[config.mk]
export PLATFORM = sky130hd
export DESIGN_NAME = udb_uart
export DESIGN_NICKNAME = d
export VERILOG_FILES = /design/src/rtl/udb_pkg.sv /design/src/rtl/udb_tick_if.sv /design/src/rtl/udb_baud_gen.sv /design/src/rtl/udb_uart.sv
export SDC_FILE = /design/constraint.sdc
export NUM_CORES = 1
export LEC_CHECK = 0
export BUFFER_PORTS_ARGS = -buffer_cell sky130_fd_sc_hd__buf_2
export CORE_ASPECT_RATIO = 0.75
export CORE_MARGIN = 2
export CORE_UTILIZATION = 55
export CTS_BUF_LIST = sky130_fd_sc_hd__clkbuf_8
export CTS_CLUSTER_SIZE = 28
export DETAILED_ROUTE_END_ITERATION = 10
export GPL_TIMING_DRIVEN = 0
export PLACE_DENSITY = 0.79
export SKIP_LAST_GASP = 1
export SLEW_MARGIN = 25
export SYNTH_ARGS = -nofsm -noshare
export SYNTH_HDL_FRONTEND = slang
export SYNTH_SLANG_ARGS = --single-unit
[constraint.sdc]
create_clock -name clk_i -period 2.2 [get_ports clk_i]
set_input_delay 0.66 -clock clk_i [delete_from_list [all_inputs] [get_ports clk_i]]
set_output_delay 0.66 -clock clk_i [all_outputs]
set_load 0.005 [all_outputs]
[src/rtl/udb_pkg.sv]
// constants shared by the uart data buffer and its baud generator
package udb_pkg;
   localparam logic [7:0] UDB_BUF_ADDR      = 8'h99;
   localparam logic [7:0] UDB_BUF_RESET     = 8'h00;

   localparam logic [1:0] UDB_PRE_DIV12     = 2'h0;
   localparam logic [1:0] UDB_PRE_DIV4      = 2'h1;
   localparam logic [1:0] UDB_PRE_DIV48     = 2'h2;
   localparam logic [1:0] UDB_PRE_EXT8      = 2'h3;
   localparam logic [5:0] UDB_DIV12_LAST    = 6'h0b;
   localparam logic [5:0] UDB_DIV4_LAST     = 6'h03;
   localparam logic [5:0] UDB_DIV48_LAST    = 6'h2f;
   localparam logic [5:0] UDB_EXT8_LAST     = 6'h07;

   // reload values for the standard rates with direct core clocking; the 9K6 value needs the divide-by-12 prescaler
   localparam logic [7:0] UDB_RLD_245_230K  = 8'hcb;
   localparam logic [7:0] UDB_RLD_245_115K  = 8'h96;
   localparam logic [7:0] UDB_RLD_245_57K   = 8'h2b;
   localparam logic [7:0] UDB_RLD_221_230K  = 8'hd0;
   localparam logic [7:0] UDB_RLD_221_115K  = 8'ha0;
   localparam logic [7:0] UDB_RLD_221_57K   = 8'h40;
   localparam logic [7:0] UDB_RLD_221_9K6   = 8'ha0;

   localparam logic [3:0] UDB_BITS_8        = 4'h8;
   localparam logic [3:0] UDB_BITS_9        = 4'h9;

   typedef enum logic [4:0] {
      UDB_TX_IDLE  = 5'b00001,
      UDB_TX_LOAD  = 5'b00010,
      UDB_TX_START = 5'b00100,
      UDB_TX_DATA  = 5'b01000,
      UDB_TX_STOP  = 5'b10000
   } udb_tx_state_t;

   typedef enum logic [3:0] {
      UDB_RX_IDLE  = 4'b0001,
      UDB_RX_START = 4'b0010,
      UDB_RX_DATA  = 4'b0100,
      UDB_RX_STOP  = 4'b1000
   } udb_rx_state_t;
endpackage : udb_pkg

[src/rtl/udb_tick_if.sv]
// tick signals from the baud generator to the uart core
`timescale 1ns/1ps
`default_nettype none
interface udb_tick_if;
   logic ovf;
   logic bit_tick;
   modport gen  (output ovf, output bit_tick);
   modport user (input  ovf, input  bit_tick);
endinterface : udb_tick_if
`default_nettype wire

[src/rtl/udb_baud_gen.sv]
// prescaler and auto-reload baud timer
`timescale 1ns/1ps
`default_nettype none
module udb_baud_gen
   import udb_pkg::*;
#(
   parameter int TIMER_W = 8
) (
   input  wire logic               clk_i,
   input  wire logic               arst_n_i,
   input  wire logic               timer_clock_sel_i,
   input  wire logic [1:0]         prescale_sel_i,
   input  wire logic [TIMER_W-1:0] reload_i,
   input  wire logic               ext_clk_i,
   udb_tick_if.gen                 tick
);
   if (TIMER_W < 2 || TIMER_W > 16) begin : g_bad_timer_w
      $error("udb_baud_gen: TIMER_W out of range");
   end

   logic               ext_q;
   logic [5:0]         pre_cnt;
   logic [5:0]         pre_last;
   logic               pre_event;
   logic               timer_en;
   logic [TIMER_W-1:0] timer;
   logic               half;

   always_comb begin
      pre_event = 1'b1;
      case (prescale_sel_i)
         UDB_PRE_DIV12: pre_last = UDB_DIV12_LAST;
         UDB_PRE_DIV4:  pre_last = UDB_DIV4_LAST;
         UDB_PRE_DIV48: pre_last = UDB_DIV48_LAST;
         UDB_PRE_EXT8: begin
            pre_last  = UDB_EXT8_LAST;
            pre_event = ext_clk_i & ~ext_q;
         end
         default:       pre_last = UDB_DIV12_LAST;
      endcase
   end

   // direct clocking bypasses the prescaler entirely
   assign timer_en = timer_clock_sel_i | (pre_event && pre_cnt == pre_last);

   always_ff @(posedge clk_i or negedge arst_n_i) begin
      if (!arst_n_i) begin
         ext_q <= 1'b0;
      end else begin
         ext_q <= ext_clk_i;
      end
   end

   always_ff @(posedge clk_i or negedge arst_n_i) begin
      if (!arst_n_i) begin
         pre_cnt <= 6'h00;
      end else if (pre_event) begin
         pre_cnt <= (pre_cnt >= pre_last) ? 6'h00 : pre_cnt + 6'h01;
      end
   end

   always_ff @(posedge clk_i or negedge arst_n_i) begin
      if (!arst_n_i) begin
         timer    <= '0;
         tick.ovf <= 1'b0;
      end else begin
         tick.ovf <= 1'b0;
         if (timer_en) begin
            if (&timer) begin
               timer    <= reload_i;
               tick.ovf <= 1'b1;
            end else begin
               timer <= timer + 1'b1;
            end
         end
      end
   end

   always_ff @(posedge clk_i or negedge arst_n_i) begin
      if (!arst_n_i) begin
         half          <= 1'b0;
         tick.bit_tick <= 1'b0;
      end else begin
         tick.bit_tick <= 1'b0;
         if (tick.ovf) begin
            half          <= ~half;
            tick.bit_tick <= half;
         end
      end
   end
endmodule : udb_baud_gen
`default_nettype wire

[src/rtl/udb_uart.sv]
// uart data buffer: sfr access, transmitter and receiver
`timescale 1ns/1ps
`default_nettype none
module udb_uart
   import udb_pkg::*;
#(
   parameter int TIMER_W = 8
) (
   input  wire logic               clk_i,
   input  wire logic               arst_n_i,
   input  wire logic [7:0]         sfr_addr_i,
   input  wire logic               sfr_wr_i,
   input  wire logic               sfr_rd_i,
   input  wire logic [7:0]         sfr_wdata_i,
   output logic      [7:0]         sfr_rdata_o,
   input  wire logic               baud_timer_clock_select_i,
   input  wire logic [1:0]         timer_prescale_select_i,
   input  wire logic [TIMER_W-1:0] baud_reload_i,
   input  wire logic               external_osc_clock_i,
   input  wire logic               word_length_select_i,
   input  wire logic               rx_enable_bit_i,
   input  wire logic               multiproc_check_enable_i,
   input  wire logic               tx_ninth_bit_i,
   input  wire logic               tx_done_clear_i,
   input  wire logic               rx_done_clear_i,
   output logic                    tx_done_flag_o,
   output logic                    rx_done_flag_o,
   output logic                    rx_ninth_bit_o,
   output logic                    tx_busy_o,
   output logic                    txd_o,
   input  wire logic               rxd_i
);
   udb_tick_if tick_bus ();

   udb_baud_gen #(
      .TIMER_W (TIMER_W)
   ) u_baud (
      .clk_i             (clk_i),
      .arst_n_i          (arst_n_i),
      .timer_clock_sel_i (baud_timer_clock_select_i),
      .prescale_sel_i    (timer_prescale_select_i),
      .reload_i          (baud_reload_i),
      .ext_clk_i         (external_osc_clock_i),
      .tick              (tick_bus.gen)
   );

   logic          buf_hit;
   logic          buf_write;
   logic [3:0]    frame_bits;
   udb_tx_state_t tx_state;
   logic [8:0]    tx_shift;
   logic [3:0]    tx_cnt;
   logic          tx_done_set;
   udb_rx_state_t rx_state;
   logic [8:0]    rx_shift;
   logic [3:0]    rx_cnt;
   logic          rx_phase;
   logic          rxd_q;
   logic          rx_accept;
   logic          rx_qualifier;
   logic [7:0]    rx_latch;
   logic          rx_done_set;

   assign buf_hit    = (sfr_addr_i == UDB_BUF_ADDR);
   assign buf_write  = buf_hit & sfr_wr_i;
   assign frame_bits = word_length_select_i ? UDB_BITS_9 : UDB_BITS_8;

   // bus read returns the receive latch only; transmit data is never visible
   always_ff @(posedge clk_i or negedge arst_n_i) begin
      if (!arst_n_i) begin
         sfr_rdata_o <= UDB_BUF_RESET;
      end else begin
         sfr_rdata_o <= (buf_hit && sfr_rd_i) ? rx_latch : UDB_BUF_RESET;
      end
   end

   // transmitter: frames start on the next bit tick after the write
   always_ff @(posedge clk_i or negedge arst_n_i) begin
      if (!arst_n_i) begin
         tx_state    <= UDB_TX_IDLE;
         tx_shift    <= 9'h000;
         tx_cnt      <= 4'h0;
         txd_o       <= 1'b1;
         tx_done_set <= 1'b0;
      end else begin
         tx_done_set <= 1'b0;
         case (tx_state)
            UDB_TX_IDLE: begin
               // a write while a frame is running is dropped so the line never glitches
               if (buf_write) begin
                  tx_shift <= {tx_ninth_bit_i, sfr_wdata_i};
                  tx_state <= UDB_TX_LOAD;
               end
            end
            UDB_TX_LOAD: begin
               if (tick_bus.bit_tick) begin
                  txd_o    <= 1'b0;
                  tx_cnt   <= 4'h0;
                  tx_state <= UDB_TX_START;
               end
            end
            UDB_TX_START: begin
               if (tick_bus.bit_tick) begin
                  txd_o    <= tx_shift[0];
                  tx_shift <= {1'b0, tx_shift[8:1]};
                  tx_cnt   <= 4'h1;
                  tx_state <= UDB_TX_DATA;
               end
            end
            UDB_TX_DATA: begin
               if (tick_bus.bit_tick) begin
                  if (tx_cnt == frame_bits) begin
                     txd_o       <= 1'b1;
                     tx_done_set <= 1'b1;
                     tx_state    <= UDB_TX_STOP;
                  end else begin
                     txd_o    <= tx_shift[0];
                     tx_shift <= {1'b0, tx_shift[8:1]};
                     tx_cnt   <= tx_cnt + 4'h1;
                  end
               end
            end
            UDB_TX_STOP: begin
               if (tick_bus.bit_tick) begin
                  tx_state <= UDB_TX_IDLE;
               end
            end
            default: begin
               tx_state <= UDB_TX_IDLE;
               txd_o    <= 1'b1;
            end
         endcase
      end
   end

   always_ff @(posedge clk_i or negedge arst_n_i) begin
      if (!arst_n_i) begin
         tx_busy_o <= 1'b0;
      end else begin
         tx_busy_o <= (tx_state != UDB_TX_IDLE) || buf_write;
      end
   end

   // hardware set wins over a simultaneous software clear
   always_ff @(posedge clk_i or negedge arst_n_i) begin
      if (!arst_n_i) begin
         tx_done_flag_o <= 1'b0;
      end else if (tx_done_set) begin
         tx_done_flag_o <= 1'b1;
      end else if (tx_done_clear_i) begin
         tx_done_flag_o <= 1'b0;
      end
   end

   always_ff @(posedge clk_i or negedge arst_n_i) begin
      if (!arst_n_i) begin
         rxd_q <= 1'b1;
      end else begin
         rxd_q <= rxd_i;
      end
   end

   // stop bit in 8-bit mode, ninth bit in 9-bit mode, gates the flag when checking is on
   assign rx_qualifier = word_length_select_i ? rx_shift[8] : rxd_i;
   assign rx_accept    = ~multiproc_check_enable_i | rx_qualifier;

   // receiver: mid-bit sampling uses one overflow, half a bit; phase error is one overflow
   always_ff @(posedge clk_i or negedge arst_n_i) begin
      if (!arst_n_i) begin
         rx_state    <= UDB_RX_IDLE;
         rx_shift    <= 9'h000;
         rx_cnt      <= 4'h0;
         rx_phase    <= 1'b0;
         rx_latch    <= UDB_BUF_RESET;
         rx_done_set <= 1'b0;
         rx_ninth_bit_o <= 1'b0;
      end else begin
         rx_done_set <= 1'b0;
         case (rx_state)
            UDB_RX_IDLE: begin
               if (rx_enable_bit_i && rxd_q && !rxd_i) begin
                  rx_state <= UDB_RX_START;
               end
            end
            UDB_RX_START: begin
               if (!rx_enable_bit_i) begin
                  rx_state <= UDB_RX_IDLE;
               end else if (tick_bus.ovf) begin
                  if (rxd_i) begin
                     rx_state <= UDB_RX_IDLE;
                  end else begin
                     rx_phase <= 1'b0;
                     rx_cnt   <= 4'h0;
                     rx_shift <= 9'h000;
                     rx_state <= UDB_RX_DATA;
                  end
               end
            end
            UDB_RX_DATA: begin
               if (!rx_enable_bit_i) begin
                  rx_state <= UDB_RX_IDLE;
               end else if (tick_bus.ovf) begin
                  rx_phase <= ~rx_phase;
                  if (rx_phase) begin
                     if (word_length_select_i) begin
                        rx_shift <= {rxd_i, rx_shift[8:1]};
                     end else begin
                        rx_shift <= {1'b0, rxd_i, rx_shift[7:1]};
                     end
                     rx_cnt <= rx_cnt + 4'h1;
                     if (rx_cnt + 4'h1 == frame_bits) begin
                        rx_state <= UDB_RX_STOP;
                     end
                  end
               end
            end
            UDB_RX_STOP: begin
               if (!rx_enable_bit_i) begin
                  rx_state <= UDB_RX_IDLE;
               end else if (tick_bus.ovf) begin
                  rx_phase <= ~rx_phase;
                  if (rx_phase) begin
                     rx_state <= UDB_RX_IDLE;
                     if (rx_accept) begin
                        rx_latch       <= rx_shift[7:0];
                        rx_ninth_bit_o <= rx_qualifier;
                        rx_done_set    <= 1'b1;
                     end
                  end
               end
            end
            default: begin
               rx_state <= UDB_RX_IDLE;
            end
         endcase
      end
   end

   always_ff @(posedge clk_i or negedge arst_n_i) begin
      if (!arst_n_i) begin
         rx_done_flag_o <= 1'b0;
      end else if (rx_done_set) begin
         rx_done_flag_o <= 1'b1;
      end else if (rx_done_clear_i) begin
         rx_done_flag_o <= 1'b0;
      end
   end
endmodule : udb_uart
`default_nettype wire

==> impl_metrics.tcl <==
set metrics [dict create \
    crit_chain "nand2b_1 > or3b_1 > a2111oi_2 > buf_4 > mux2_1" \
    mappedNetlistNets 415 \
    num-fill-cells 530 \
    final_cell_count_no_fill 521 \
    seq_power_share_pct 46.6 \
    grt.total_usage_pct 22.1 \
    routed_wirelength_mm 7.92 \
    synth.avg_cell_area_um2 10.5 \
    synth-edff-count 0 \
    vias_per_cell 5.82 \
    postSynthCellCount 369 \
    cts_resized 0 \
    synth_cell_type_count 61 \
    placement.setup.worst_slack_ns -0.101 \
    timing.hold.worst.class "input port to asynchronous set/reset pin" \
    postCtsHoldBufs 0 \
    place.port_buffers 51 \
    p_leak_nw 2.23 \
    clock_latency_ns 0.36 \
    synth_seq_cells 78 \
    setup_viol 0 \
    drt_iter0_drc 123 \
    first_pass_grt_wire_length_mm 13.5 \
    pwr-share-clk_pct 28.9 \
    synth.top_cell.area_share_pct 47.8 \
    sw_frac_of_total_pct 30.4 \
    core_area_um2 6830 \
    post_synth_most_frequent_cells "dfrtp_1, nand2_1, nand3_1, inv_1, nor2_1" \
    antenna_violating_nets_post_route 0 \
    synth_sequential_area_ratio_pct 50.5 \
    fp.dieW_um 101 \
    cell_internal_pwr_mw 2.82 \
    start_kind "flop" \
    cpPeakStageDelay_ns 0.47 \
    numCtsBuffers 9 \
    run_status "finished, final reports clean" \
    synthToLayoutAreaGrowth_pct 15.8 \
    number_of_global_route_vias_before_repair 2948 \
    top_level_ports 52 \
    critPathTopFamily "simple AND/OR/NAND/NOR gates" \
    power.combinational.fraction_pct 24.5 \
    finalWorstPathRequiredPeriod_ns 2.08 \
    cp.required_ns 2.44 \
    finish.utilization_pct 65.6 \
    critPathCaptureType "flop" \
    netlist.top_cell.by_area "dfrtp_1" \
    share_of_post_route_cells_with_drive_strength_above_1_pct 22.7 \
    power.net_switching_mw 1.23 \
    grt_antenna_before_repair 0 \
    grt_start_max_net_pins 55 \
    clkTransAtPathRegs_ns 0.08 \
    place.detailed.instances 505 \
    routabilityCongestion 0.934 \
    power.density_nw_per_um2 905 \
    cts.path.max_buffers 2 \
    yosysWarnings 0 \
    worst_pin_slew_ns 0.592 \
    cpMaxStageDelayCell "dfrtp_1" \
    post_detailed_route_wirelength_per_cell_um 15.2 \
    n_antenna_cell 0 \
    crit_buf_inv 1 \
    yosysMostFrequentCell "dfrtp_1" \
    clockRootBuffer "clkbuf_8" \
    htreeDepth 3 \
    maxClockFrequency_ghz 0.481 \
    fp.dieArea_um2 7740 \
    drv.max_cap_violation_count 0 \
    grt_setup_unrepaired "false" \
    timing.final.max_slew_violations 0 \
    global_route.overflow_total 0 \
    finish.net_count 478 \
    cts_setup_buffers 0 \
    cts_tree "yes" \
    asyncSetResetFlopFracSynth_pct 100 \
    setup.worst_path.class "flop to flop" \
    worst_ir_drop_vdd_mv 0.503 \
    synth_area_um2 3870 \
    first_pass_iters 6 \
    worst-endpoint-arrival_ns 2.32 \
    initial_cell_density_of_the_core_pct 56.7 \
    critical_path_depth 5 \
    skew_ns 0.0141 \
    die_h_um 76.7 \
    crit_path_max_fanout 10 \
    yosys-top-cells-area "dfrtp_1, mux2_1, nand2_1" \
    slew-limit-headroom_pct 60.6 \
    finalWorstSetupSlack_ns 0.119 \
    synth_top_flop_cell "dfrtp_1" \
    remaining_drc_errors 0 \
    route.vias.total 3030 \
    multi_input_comb_area_um2 1790 \
    register_area_um2 1960 \
    r2r_cells 5 \
    num_rows 26 \
    cts.sink_count 78 \
    hpwlAfterDp_mm 5.71 \
    finalHoldViolCount 0 \
    layout_worst_path_cycle_share_pct 94.6 \
]
path summary, 6_finish.rpt:
| kind | to | slack, ns | from |
|---|---|---|---|
| worst min register to register | tx_done_flag_o$_DFFE_PN0P_ | 0.43 | tx_done_set$_DFF_PN0_ |
| min in group clk_i | u_baud.ext_q$_DFF_PN0_ | 0.42 | external_osc_clock_i |
| worst min-delay path | tx_shift[6]$_DFFE_PN0P_ | 0.21 | arst_n_i |
| max in group asynchronous | u_baud.half$_DFFE_PN0P_ | 1.42 | arst_n_i |
| worst max-delay path | rx_latch[4]$_DFFE_PN0P_ | 0.12 | rx_state[1]$_DFFE_PN0P_ |
| worst max register to register | rx_latch[4]$_DFFE_PN0P_ | 0.12 | rx_state[1]$_DFFE_PN0P_ |
cell type report:
type                            instances  area share (%)
Sequential cell                        78            43.6
Clock buffer                           10            3.07
Inverter                               16            1.34
Buffer                                 13            1.48
Multi-Input combinational cell        262            40.0
Timing Repair Buffer                   52            6.36
Clock inverter                          6            1.79
Tap cell                               84            2.34
per-layer routing:
metal	track usage [%]	vias to the layer above	share of wire, %
met4	7.03	0	1.4
li1	-	1463	-
met2	35.9	70	48
met5	0	-	0
met3	5.65	9	4.6
met1	29.1	1488	46
cells in the final DEF, fill, tap and decap left out, types with 3 or more instances in the layout:
cell type and count:
dfrtp_1 74, nor2_1 14, nand2_1 41, mux2_1 14, a21oi_1 13, and3_1 13
nand2b_1 6, clkbuf_8 10, o41ai_1 3, a21boi_1 3, ha_1 7, mux2_2 12
a211oi_1 3, mux2i_1 8, a31oi_1 5, o31ai_1 4, inv_1 17, nand4_1 4
nor3_1 6, o211ai_1 4, o21ai_0 11, o21ai_1 9, a21o_1 5, xor2_1 10
and2_1 3, nand3_1 23, clkbuf_1 6, buf_2 55, dfstp_2 4
per-stage QoR:
| stage | cell area (um^2) | TNS, ns | power, mW | hold WS [ns] |
|---|---|---|---|---|
| 2_1_floorplan | 3870 | 0 | 2.61 | 0.364 |
| 3_3_place_gp | 4230 | -4.28 | 2.82 | 0.408 |
| 3_5_place_dp | 4260 | -1.41 | 2.90 | 0.422 |
| 4_1_cts | 4480 | 0 | 4.08 | 0.209 |
| 5_1_grt | 4480 | 0 | 4.30 | 0.223 |
| 6_report | 4480 | 0 | 4.06 | 0.208 |
flip-flops by register name, summed over array words and instances, names as in the netlist, 4 cells and up:
| name | count |
|---|---|
| rx_cnt | 4 |
| rx_latch | 8 |
| rx_shift | 9 |
| rx_state | 4 |
| sfr_rdata_o | 8 |
| tx_cnt | 4 |
| tx_shift | 9 |
| tx_state | 5 |
| u_baud.pre_cnt | 6 |
| u_baud.timer | 8 |
cells by family (layout without fill, tap and decap cells):
group                    after synthesis  in the layout  synth area share [%]
AO/OA/AOI/OAI                         76             76                  13.3
XOR/XNOR                              11             11                  2.49
adder cells (fa/ha/maj)                7              7                  2.26
buffers and inverters                 29             97                  3.26
flip-flops                            78             78                  50.5
multiplexers                          34             34                  9.63
AND/OR/NAND/NOR                      134            134                  18.5
power by group through the flow:
stage          registers, mW  logic (mW)  clock network [mW]
2_1_floorplan           1.86       0.753                   0
3_3_place_gp            1.90       0.927                   0
3_5_place_dp            1.91       0.991                   0
4_1_cts                 1.89       0.998                1.20
5_1_grt                 1.92        1.13                1.26
6_report                1.89       0.993                1.17
No activity file was read; power rests on OpenSTA's default activity.
